File: config.mk
export PLATFORM = sky130hd
export DESIGN_NAME = contactless_card_state_machine
export DESIGN_NICKNAME = d
export VERILOG_FILES = /design/src/card_fsm_pkg.sv /design/src/contactless_card_state_machine.sv
export VERILOG_INCLUDE_DIRS = /design/src /design/src/src
export SDC_FILE = /design/constraint.sdc
export NUM_CORES = 1
export LEC_CHECK = 0
export BUFFER_PORTS_ARGS = -buffer_cell sky130_fd_sc_hd__buf_4
export CORE_ASPECT_RATIO = 1.4
export CORE_MARGIN = 10
export CORE_UTILIZATION = 44
export DETAILED_ROUTE_END_ITERATION = 7
export PLACE_DENSITY = 0.83
export SYNTH_ARGS = -nofsm -noshare
export SYNTH_HDL_FRONTEND = slang
export SYNTH_SLANG_ARGS = --single-unit
File: constraint.sdc
create_clock -name sys_clk_i -period 1.6 [get_ports sys_clk_i]
set_clock_uncertainty 0.15 [all_clocks]
set_input_delay 0.16 -clock sys_clk_i [delete_from_list [all_inputs] [get_ports sys_clk_i]]
set_output_delay 0.16 -clock sys_clk_i [all_outputs]
set_load 0.01 [all_outputs]
File: src/card_fsm_cfg.svh
`ifndef CARD_FSM_CFG_SVH
`define CARD_FSM_CFG_SVH
// Answer byte after a level 1 select while another level follows
`define SAK_CASCADE_MORE  8'h04
// Answer byte once anticollision is complete
`define SAK_COMPLETE      8'h00
// Page address that triggers the shortcut select
`define SHORTCUT_PAGE     8'h00
`endif

File: src/card_fsm_pkg.sv
`default_nettype none
package card_fsm_pkg;
   typedef enum logic [2:0] {
      ST_IDLE   = 3'b000,
      ST_READY1 = 3'b001,
      ST_READY2 = 3'b010,
      ST_ACTIVE = 3'b011,
      ST_TRACE  = 3'b100,
      ST_AUTH   = 3'b101,
      ST_HALT   = 3'b110
   } card_state_t;

   // Decoded command kinds from the framing layer
   typedef enum logic [3:0] {
      CMD_REQA     = 4'h0,
      CMD_WUPA     = 4'h1,
      CMD_ANTICOL1 = 4'h2,
      CMD_SELECT1  = 4'h3,
      CMD_ANTICOL2 = 4'h4,
      CMD_SELECT2  = 4'h5,
      CMD_READ     = 4'h6,
      CMD_HLTA     = 4'h7,
      CMD_AUTH_OK  = 4'h8,
      CMD_VIRTUAL_CARD_SELECT_CMD_CMD = 4'h9,
      CMD_MEM      = 4'ha,
      CMD_UID_SIG  = 4'hb,
      CMD_SECURE   = 4'hc,
      CMD_OTHER    = 4'hf
   } card_cmd_t;

   typedef enum logic [1:0] {
      KEY_DATA_PROT = 2'h0,
      KEY_ID_RETR   = 2'h1,
      KEY_GENUINE   = 2'h2
   } auth_key_t;

   // One received command, presented for one cycle
   typedef struct packed {
      card_cmd_t  cmd;
      logic [7:0] page;
      auth_key_t  key;
      logic       page_protected;
      logic       counter2_access;
   } card_req_t;

   // Verdict for one command
   typedef struct packed {
      logic       accept;
      logic       reject;
      logic       sak_valid;
      logic [7:0] sak;
   } card_rsp_t;
endpackage
`default_nettype wire

File: src/contactless_card_state_machine.sv
// Function
// - Power-on reset enters idle, idle is waiting state.
// - Idle leaves only on request or wake-up; other data stays idle.
// - Halt command in active, traceable, authenticated enters halt; halt becomes waiting.
// - Halt answers only wake-up; reader must use wake-up to reactivate.
// - Unexpected command returns to waiting state, idle or halt.
// - Ready1 handles level 1 anticollision and select.
// - Double-size identifier: level 1 select answers 04h, go ready2.
// - Random identifier: level 1 select goes active, answer complete.
// - Read page 00h in ready1 or ready2 goes straight active.
// - Other data in ready1 falls back to waiting state.
// - Ready2 handles level 2 anticollision.
// - Level 2 select answers complete and enters active.
// - Other data in ready2 falls back to waiting state.
// - Active allows memory operations, rejects those needing authentication.
// - Active: halt to halt; auth to authenticated or traceable by key.
// - Traceable: halt to halt; auth to authenticated or active by key.
// - Authenticated: halt to halt; auth to traceable or active by key.
// - Virtual card select accepted only in active.
// - Traceable acts as active; random identifier adds identifier and signature reads.
// - Secure messaging supported in traceable.
// - Authenticated adds protected pages and protected counter two.
// - Unsupported data in active states returns to waiting state.
`timescale 1ns/1ps
`default_nettype none
`include "card_fsm_cfg.svh"

module contactless_card_state_machine (
   input  wire logic                    sys_clk_i,
   input  wire logic                    rst_i,
   input  wire logic                    req_valid_i,
   input  wire card_fsm_pkg::card_req_t req_i,
   input  wire logic                    random_id_i,
   input  wire logic                    counter2_prot_i,
   output logic                         rsp_valid_o,
   output card_fsm_pkg::card_rsp_t      rsp_o,
   output card_fsm_pkg::card_state_t    state_o,
   output logic                         halted_o
);

   card_fsm_pkg::card_state_t state_q;
   card_fsm_pkg::card_state_t state_d;
   card_fsm_pkg::card_state_t wait_st;
   card_fsm_pkg::card_rsp_t   rsp_d;
   logic                      halted_q;
   logic                      halted_d;
   logic                      rsp_valid_q;
   card_fsm_pkg::card_rsp_t   rsp_q;
   logic                      need_auth;

   // Where errors fall back to, chosen by history
   assign wait_st   = halted_q ? card_fsm_pkg::ST_HALT : card_fsm_pkg::ST_IDLE;
   // Protected counter counts as a protected page
   assign need_auth = req_i.page_protected | (req_i.counter2_access & counter2_prot_i);

   // Next state and verdict for one command
   always_comb begin
      state_d  = state_q;
      halted_d = halted_q;
      rsp_d    = '0;
      if (req_valid_i) begin
         rsp_d.accept = 1'b1;
         case (state_q)
            card_fsm_pkg::ST_IDLE: begin
               if (req_i.cmd == card_fsm_pkg::CMD_REQA ||
                   req_i.cmd == card_fsm_pkg::CMD_WUPA) begin
                  state_d = card_fsm_pkg::ST_READY1;
               end else begin
                  rsp_d.accept = 1'b0;
               end
            end
            card_fsm_pkg::ST_HALT: begin
               if (req_i.cmd == card_fsm_pkg::CMD_WUPA) begin
                  state_d = card_fsm_pkg::ST_READY1;
               end else begin
                  rsp_d.accept = 1'b0;
               end
            end
            card_fsm_pkg::ST_READY1: begin
               if (req_i.cmd == card_fsm_pkg::CMD_ANTICOL1) begin
                  state_d = card_fsm_pkg::ST_READY1;
               end else if (req_i.cmd == card_fsm_pkg::CMD_SELECT1) begin
                  rsp_d.sak_valid = 1'b1;
                  if (random_id_i) begin
                     rsp_d.sak = `SAK_COMPLETE;
                     state_d   = card_fsm_pkg::ST_ACTIVE;
                  end else begin
                     rsp_d.sak = `SAK_CASCADE_MORE;
                     state_d   = card_fsm_pkg::ST_READY2;
                  end
               end else if (req_i.cmd == card_fsm_pkg::CMD_READ &&
                            req_i.page == `SHORTCUT_PAGE) begin
                  state_d = card_fsm_pkg::ST_ACTIVE;
               end else begin
                  rsp_d.accept = 1'b0;
                  state_d      = wait_st;
               end
            end
            card_fsm_pkg::ST_READY2: begin
               if (req_i.cmd == card_fsm_pkg::CMD_ANTICOL2) begin
                  state_d = card_fsm_pkg::ST_READY2;
               end else if (req_i.cmd == card_fsm_pkg::CMD_SELECT2) begin
                  rsp_d.sak_valid = 1'b1;
                  rsp_d.sak       = `SAK_COMPLETE;
                  state_d         = card_fsm_pkg::ST_ACTIVE;
               end else if (req_i.cmd == card_fsm_pkg::CMD_READ &&
                            req_i.page == `SHORTCUT_PAGE) begin
                  state_d = card_fsm_pkg::ST_ACTIVE;
               end else begin
                  rsp_d.accept = 1'b0;
                  state_d      = wait_st;
               end
            end
            card_fsm_pkg::ST_ACTIVE,
            card_fsm_pkg::ST_TRACE,
            card_fsm_pkg::ST_AUTH: begin
               case (req_i.cmd)
                  card_fsm_pkg::CMD_HLTA: begin
                     state_d  = card_fsm_pkg::ST_HALT;
                     halted_d = 1'b1;
                  end
                  card_fsm_pkg::CMD_AUTH_OK: begin
                     case (req_i.key)
                        card_fsm_pkg::KEY_DATA_PROT: begin
                           if (state_q == card_fsm_pkg::ST_AUTH) begin
                              rsp_d.accept = 1'b0;
                              state_d      = wait_st;
                           end else begin
                              state_d = card_fsm_pkg::ST_AUTH;
                           end
                        end
                        card_fsm_pkg::KEY_ID_RETR: begin
                           if (state_q == card_fsm_pkg::ST_TRACE) begin
                              rsp_d.accept = 1'b0;
                              state_d      = wait_st;
                           end else begin
                              state_d = card_fsm_pkg::ST_TRACE;
                           end
                        end
                        card_fsm_pkg::KEY_GENUINE: begin
                           if (state_q == card_fsm_pkg::ST_ACTIVE) begin
                              rsp_d.accept = 1'b0;
                              state_d      = wait_st;
                           end else begin
                              state_d = card_fsm_pkg::ST_ACTIVE;
                           end
                        end
                        default: begin
                           rsp_d.accept = 1'b0;
                           state_d      = wait_st;
                        end
                     endcase
                  end
                  card_fsm_pkg::CMD_VIRTUAL_CARD_SELECT_CMD_CMD: begin
                     if (state_q != card_fsm_pkg::ST_ACTIVE) begin
                        rsp_d.accept = 1'b0;
                        rsp_d.reject = 1'b1;
                     end
                  end
                  card_fsm_pkg::CMD_MEM,
                  card_fsm_pkg::CMD_READ: begin
                     if (need_auth && state_q != card_fsm_pkg::ST_AUTH) begin
                        rsp_d.accept = 1'b0;
                        rsp_d.reject = 1'b1;
                     end
                  end
                  card_fsm_pkg::CMD_UID_SIG: begin
                     // With random id, privacy reads are refused in active
                     if (state_q == card_fsm_pkg::ST_ACTIVE && random_id_i) begin
                        rsp_d.accept = 1'b0;
                        rsp_d.reject = 1'b1;
                     end
                  end
                  card_fsm_pkg::CMD_SECURE: begin
                     if (state_q == card_fsm_pkg::ST_ACTIVE) begin
                        rsp_d.accept = 1'b0;
                        rsp_d.reject = 1'b1;
                     end
                  end
                  default: begin
                     rsp_d.accept = 1'b0;
                     state_d      = wait_st;
                  end
               endcase
            end
            default: begin
               rsp_d.accept = 1'b0;
               state_d      = wait_st;
            end
         endcase
      end
   end

   // Protocol state; power-on always starts idle
   always_ff @(posedge sys_clk_i) begin
      if (rst_i) begin
         state_q <= card_fsm_pkg::ST_IDLE;
      end else begin
         state_q <= state_d;
      end
   end

   // Halt history; only a reset forgets it, so errors keep landing in halt
   always_ff @(posedge sys_clk_i) begin
      if (rst_i) begin
         // Idle is the waiting state after reset
         halted_q <= 1'b0;
      end else begin
         halted_q <= halted_d;
      end
   end

   // Registered verdict, one cycle per command
   always_ff @(posedge sys_clk_i) begin
      if (rst_i) begin
         rsp_valid_q <= 1'b0;
         rsp_q       <= '0;
      end else begin
         rsp_valid_q <= req_valid_i;
         rsp_q       <= rsp_d;
      end
   end

   assign rsp_valid_o = rsp_valid_q;
   assign rsp_o       = rsp_q;
   assign state_o     = state_q;
   assign halted_o    = halted_q;

endmodule
`default_nettype wire

======== After elaboration in Yosys (flattened, before gate mapping) ========
Index checks and enable logic that the tools add are counted.
word-level totals
  output and inout bits ................... 16
  logic and storage cells ................. 90
  register bits after elaboration ......... 16
  input bits .............................. 21
operators by class
  bitwise gates (word level) .............. 4
  reductions and logical operators ........ 15
  equality and inequality tests ........... 25
  mux-type cells .......................... 39
operators by type and width
  cell                                                             count
  3-bit two-way mux                                                12
  9-bit two-way mux                                                4
  4-bit == test, second input constant                             5
  3-bit case mux with 3 select lines                               2
  9-bit case mux with 2 select lines                               1
  4-bit by 3-bit == test with 1-bit output, second input constant  4
  3-bit case mux with 5 select lines                               1
  1-bit two-way mux                                                11
  3-bit == test, second input constant                             3
  4-bit by 2-bit == test with 1-bit output, second input constant  2
  8-bit logical NOT                                                1
  2-bit two-way mux                                                4
  3-bit by 2-bit == test with 1-bit output, second input constant  2
  2-bit inequality test, second input constant                     3
  1-bit case mux with 6 select lines                               1
  3-bit OR reduction                                               2
  1-bit case mux with 5 select lines                               1
  5-bit OR reduction                                               1
  4-bit by 1-bit == test with 1-bit output, second input constant  1
  4-bit logical NOT                                                1
  1-bit case mux with 4 select lines                               1
  4-bit AND reduction                                              1
  2-bit OR reduction                                               2
  3-bit by 1-bit == test with 1-bit output, second input constant  1
  other kinds (13)                                                 16

======== Logic depth before layout (Yosys ltp) ========
  depth in word-level cells ............... 6
  mapped depth ............................ 7
  mapped depth without buffers ............ 5

======== Worst setup path after synthesis ========
Ideal clock, no wire load.
  path kind ............................... register to register
  from .................................... register state_q[0] (netlist: state_o[0])
  to ...................................... register state_q[0] (netlist: state_o[0])
  stages on the path, launching flop included .. 6
  arrival ................................. 1.617 ns
  library setup time ...................... 0.091 ns
  required time ........................... 1.359 ns
  path slack .............................. -0.258 ns
  path buffers ............................ 0
  clock period less this slack ............ 1.858 ns
  path through ............................ dfxtp_1 nor2b_1 nand2_1 a2111oi_0 a21oi_1 a311oi_1
between the ends
  cells in the longest elaborated chain, start to end .. 5
  elaborated cells between the ends (all ways) .. 18
  those cells by class .................... 9 x eq/ne; 6 x mux; 3 x reduce/logical
ends and longest elaborated chain
  element                                                           line                                                                                                                 text
  from (decl)                                                       contactless_card_state_machine.sv:41                                                                                 card_fsm_pkg::card_state_t state_q;
  from (signal assigned)                                            contactless_card_state_machine.sv:197                                                                                state_q <= card_fsm_pkg::ST_IDLE;
  from (signal assigned)                                            contactless_card_state_machine.sv:199                                                                                state_q <= state_d;
  3-bit by 2-bit == test with 1-bit output (tied with other cells)  contactless_card_state_machine.sv:63, contactless_card_state_machine.sv:141
  3-bit two-way mux (on tied branches)                              contactless_card_state_machine.sv:141, contactless_card_state_machine.sv:125, contactless_card_state_machine.sv:133
  3-bit case mux with 3 select lines                                contactless_card_state_machine.sv:123                                                                                case (req_i.key)
  3-bit case mux with 3 select lines                                contactless_card_state_machine.sv:117                                                                                case (req_i.cmd)
  3-bit case mux with 5 select lines                                contactless_card_state_machine.sv:63                                                                                 case (state_q)
Parallel ways exist; a longest one is shown, timed or not.
A chain may end at the register's enable or synchronous reset.

======== Worst setup path after layout ========
  from .................................... register state_q[1] (netlist: state_o[1])
  to ...................................... register rsp_q, in the netlist rsp_o[10]
between the ends
  cells in the longest elaborated chain, start to end .. 5
  elaborated cells between the ends (all ways) .. 22
  those cells by class .................... 8 x eq/ne; 10 x mux; 4 x reduce/logical
ends and longest elaborated chain
  element                                                           line                                   text
  3-bit by 2-bit == test with 1-bit output (tied with other cells)  -
  1-bit two-way mux (tied with other cells)                         contactless_card_state_machine.sv:141  if (state_q == card_fsm_pkg::ST_ACTIVE) begin
  1-bit case mux with 3 select lines (tied with other cells)        contactless_card_state_machine.sv:123
  1-bit case mux with 6 select lines                                contactless_card_state_machine.sv:117
  1-bit case mux with 5 select lines *                              contactless_card_state_machine.sv:63
  to (signal assigned)                                              contactless_card_state_machine.sv:220  rsp_q <= rsp_d;
  to (decl)                                                         contactless_card_state_machine.sv:48   card_fsm_pkg::card_rsp_t rsp_q;
Every way passes the cells marked *; elsewhere a longest branch is shown, timed or not.

==> metrics.cfg <==
[worst_setup_path]
reg2reg_to = rsp_o[10]$_SDFF_PP0_
worst_r2r_path_depth = 6
end_kind = flip-flop
rrSetupSlack_ps = -210
crit_arrival_ps = 1800
r2r-start = state_o[1]$_SDFFE_PP0P_
path_class = flip-flop to flip-flop
crit_path_start_kind = flip-flop
cp_max_fo = 4
critPathRequiredTime_ps = 1590

[global_routing]
grt_overflow_total = 0
grt_max_degree = 14
grt_pass1_vias = 1323
grt_pass1_wl_um = 6350
grtUsageTotal = 0.167
antenna_found_initial = 0

[clocking]
clock-sinks = 9
cts_root_buf = clkbuf_4
worst_skew_pair.late_latency_ps = 270
cts_buffers = 3
cts-htree-levels = 1
cts_tree = done
path_clk_slew_ps = 60
cts_buffer_depth = 2

[status]
failed_checks = setup timing
outcome = finished with violations

[synthesis]
synth.top_cells.by_area = dfxtp_1, buf_4, nand2b_1
async_flop_share = 0
yosys.area_share.adder = 0
synth_edf_count = 0
synthSimpleGateAreaFrac = 0.332
synth_warnings = 0
ys_seq_area_frac = 0.174
synth_compound_area_frac = 0.326
syn_area_um2 = 1040
synth_top_family_by_area = simple AND/OR/NAND/NOR gates
synth_area_per_cell_um2 = 7.41
netlist_instances = 140
yosys.area.top_type = dfxtp_1
ys.flop_type = dfxtp_1
synth.mux.area_fraction = 0.0302
yosys.cell_types.count = 48
synth_top_cell_area_share = 0.174
synth_xor_area_frac = 0.0253
ys_seq_elements = 9

[route]
vias = 1331
viasPerCell = 6.05
ant_nets = 0
drtPass1Iterations = 4
wl_per_cell_um = 18.0
drt_iter0_drc = 91
totalWireLength_um = 3960
drc = 0

[floorplanning]
dieWidth_um = 61.0
dieArea_um2 = 4730
initial_utilization = 0.471
rows = 20
die_y_um = 77.5
io_pins = 37
coreArea_um2 = 2200

[min_path]
hold_path_end = halted_o$_SDFFE_PP0P_
min_path_type = input pin to flip-flop
hold_depth = 3
worstHoldStart = req_valid_i

[flow_run]
cap_viol_max_count = 0

[layout]
final_cell_area_um2 = 1590
final_common_cell = buf_4
finalNonFillerCells = 220
utilization = 0.723
final_nets = 220
drive_gt1_frac = 0.414
fillers = 184
mostFrequentLayoutCells = buf_4, nor2_1, nand2_1, nand2b_1
diodes = 0
syn2layout_area_growth_pct = 53.4

[pwr]
max-vdd-ir-drop_mv = 0.433
pwr_density_cell_nw_per_um2 = 770
p_leak_nw = 0.635

[placed_design]
gp_congestion = 0.914
place_inst = 215
placed_area_um2 = 1510
port_buffers = 29
place_ws_ps = -222
hpwl_um = 3160

[timing]
holdWs_ps = 27.3
fin_ws_ps = -206
finalHoldViolations = 0
min_period_ps = 1810
setup_viol_count_final = 4
clock.fmax_mhz = 554
period_share = 1.13
rsz0062_at_grt = true
finalMaxSlewViolations = 0

[metrics by stage]
step / setup TNS [ps] / power (mW)
floorplan: -254 / 0.680
global placement: -605 / 0.975
detailed placement: -737 / 0.987
CTS: -502 / 1.21
global route: -1060 / 1.31
finish: -535 / 1.22
[cell usage after synthesis, types with 3 or more instances]
cell type / instances
nand2_1: 10
a21o_1: 3
nor2b_1: 4
clkbuf_1: 9
nor4_1: 3
nand3_1: 4
nor3_1: 6
o21ai_0: 7
nor2_1: 10
dfxtp_1: 9
inv_1: 3
xnor2_1: 3
a311oi_1: 3
o311ai_0: 3
a21oi_1: 7
nand2b_1: 8
buf_4: 7
[routing by layer]
layer,track usage,part of all wire,up-vias
met3,0.0293,0.067,8
met1,0.191,0.38,628
met4,0.0661,0.023,0
li1,-,-,647
met2,0.287,0.53,48
met5,0,0,-
[cell families (layout without fill, tap and decap cells)]
logic type / Yosys count / in the layout
AOI/OAI and AO/OA: 44 / 44
xor gates and xnor gates: 3 / 3
buffers and inverters: 21 / 73
DFF: 9 / 9
muxes: 3 / 3
other: 1 / 7
and+or+nand+nor: 59 / 59
[how the worst max path moves through the flow]
stage                             from  cells past startpoint                 endpoint
2_1_floorplan  state_o[2]$_SDFFE_PP0P_                      5  state_o[0]$_SDFFE_PP0P_
3_3_place_gp                  req_i[5]                      6  state_o[0]$_SDFFE_PP0P_
3_5_place_dp                  req_i[5]                      6  state_o[0]$_SDFFE_PP0P_
4_1_cts        state_o[0]$_SDFFE_PP0P_                      6     rsp_o[10]$_SDFF_PP0_
5_1_grt        state_o[1]$_SDFFE_PP0P_                      6     rsp_o[10]$_SDFF_PP0_
6_report       state_o[1]$_SDFFE_PP0P_                      6     rsp_o[10]$_SDFF_PP0_
[registers in the layout, summed over array words and instances, names as in the netlist]
signal / flops
halted_o: 1
rsp_o: 4
rsp_valid_o: 1
state_o: 3
[power breakdown]
part / internal (mW) / switching, mW
sequential: 0.255 / 0.0318
combinational: 0.388 / 0.370
clock: 0.0963 / 0.0829
total: 0.740 / 0.485
[repair_timing]
item / 4_1_cts / 5_1_grt
endpoints found under the hold margin: 4 / 0
pin swaps: 5 / 1
resized for setup: 8 / 2
endpoints found under the setup margin: 4 / 5
hold buffers: 1 / 0
setup buffers: 1 / 0
[cell type report]
| class | instances | area (um^2) | share of cell area |
|---|---|---|---|
| Multi-Input combinational cell | 116 | 832 | 0.523 |
| Timing Repair Buffer | 66 | 505 | 0.318 |
| Sequential cell | 9 | 189 | 0.119 |
| Tap cell | 22 | 27.5 | 0.0173 |
| Clock buffer | 4 | 26.3 | 0.0165 |
| Inverter | 3 | 11.3 | 0.00708 |
[worst max-delay path: stages, from the launching register on]
cell	delay (ps)
dfxtp_2	360
buf_6	110
nand3b_1	120
buf_4	180
o2bb2ai_1	130
a32o_1	280
o41a_1	340
Note: power is estimated with default switching activity, not from simulation.
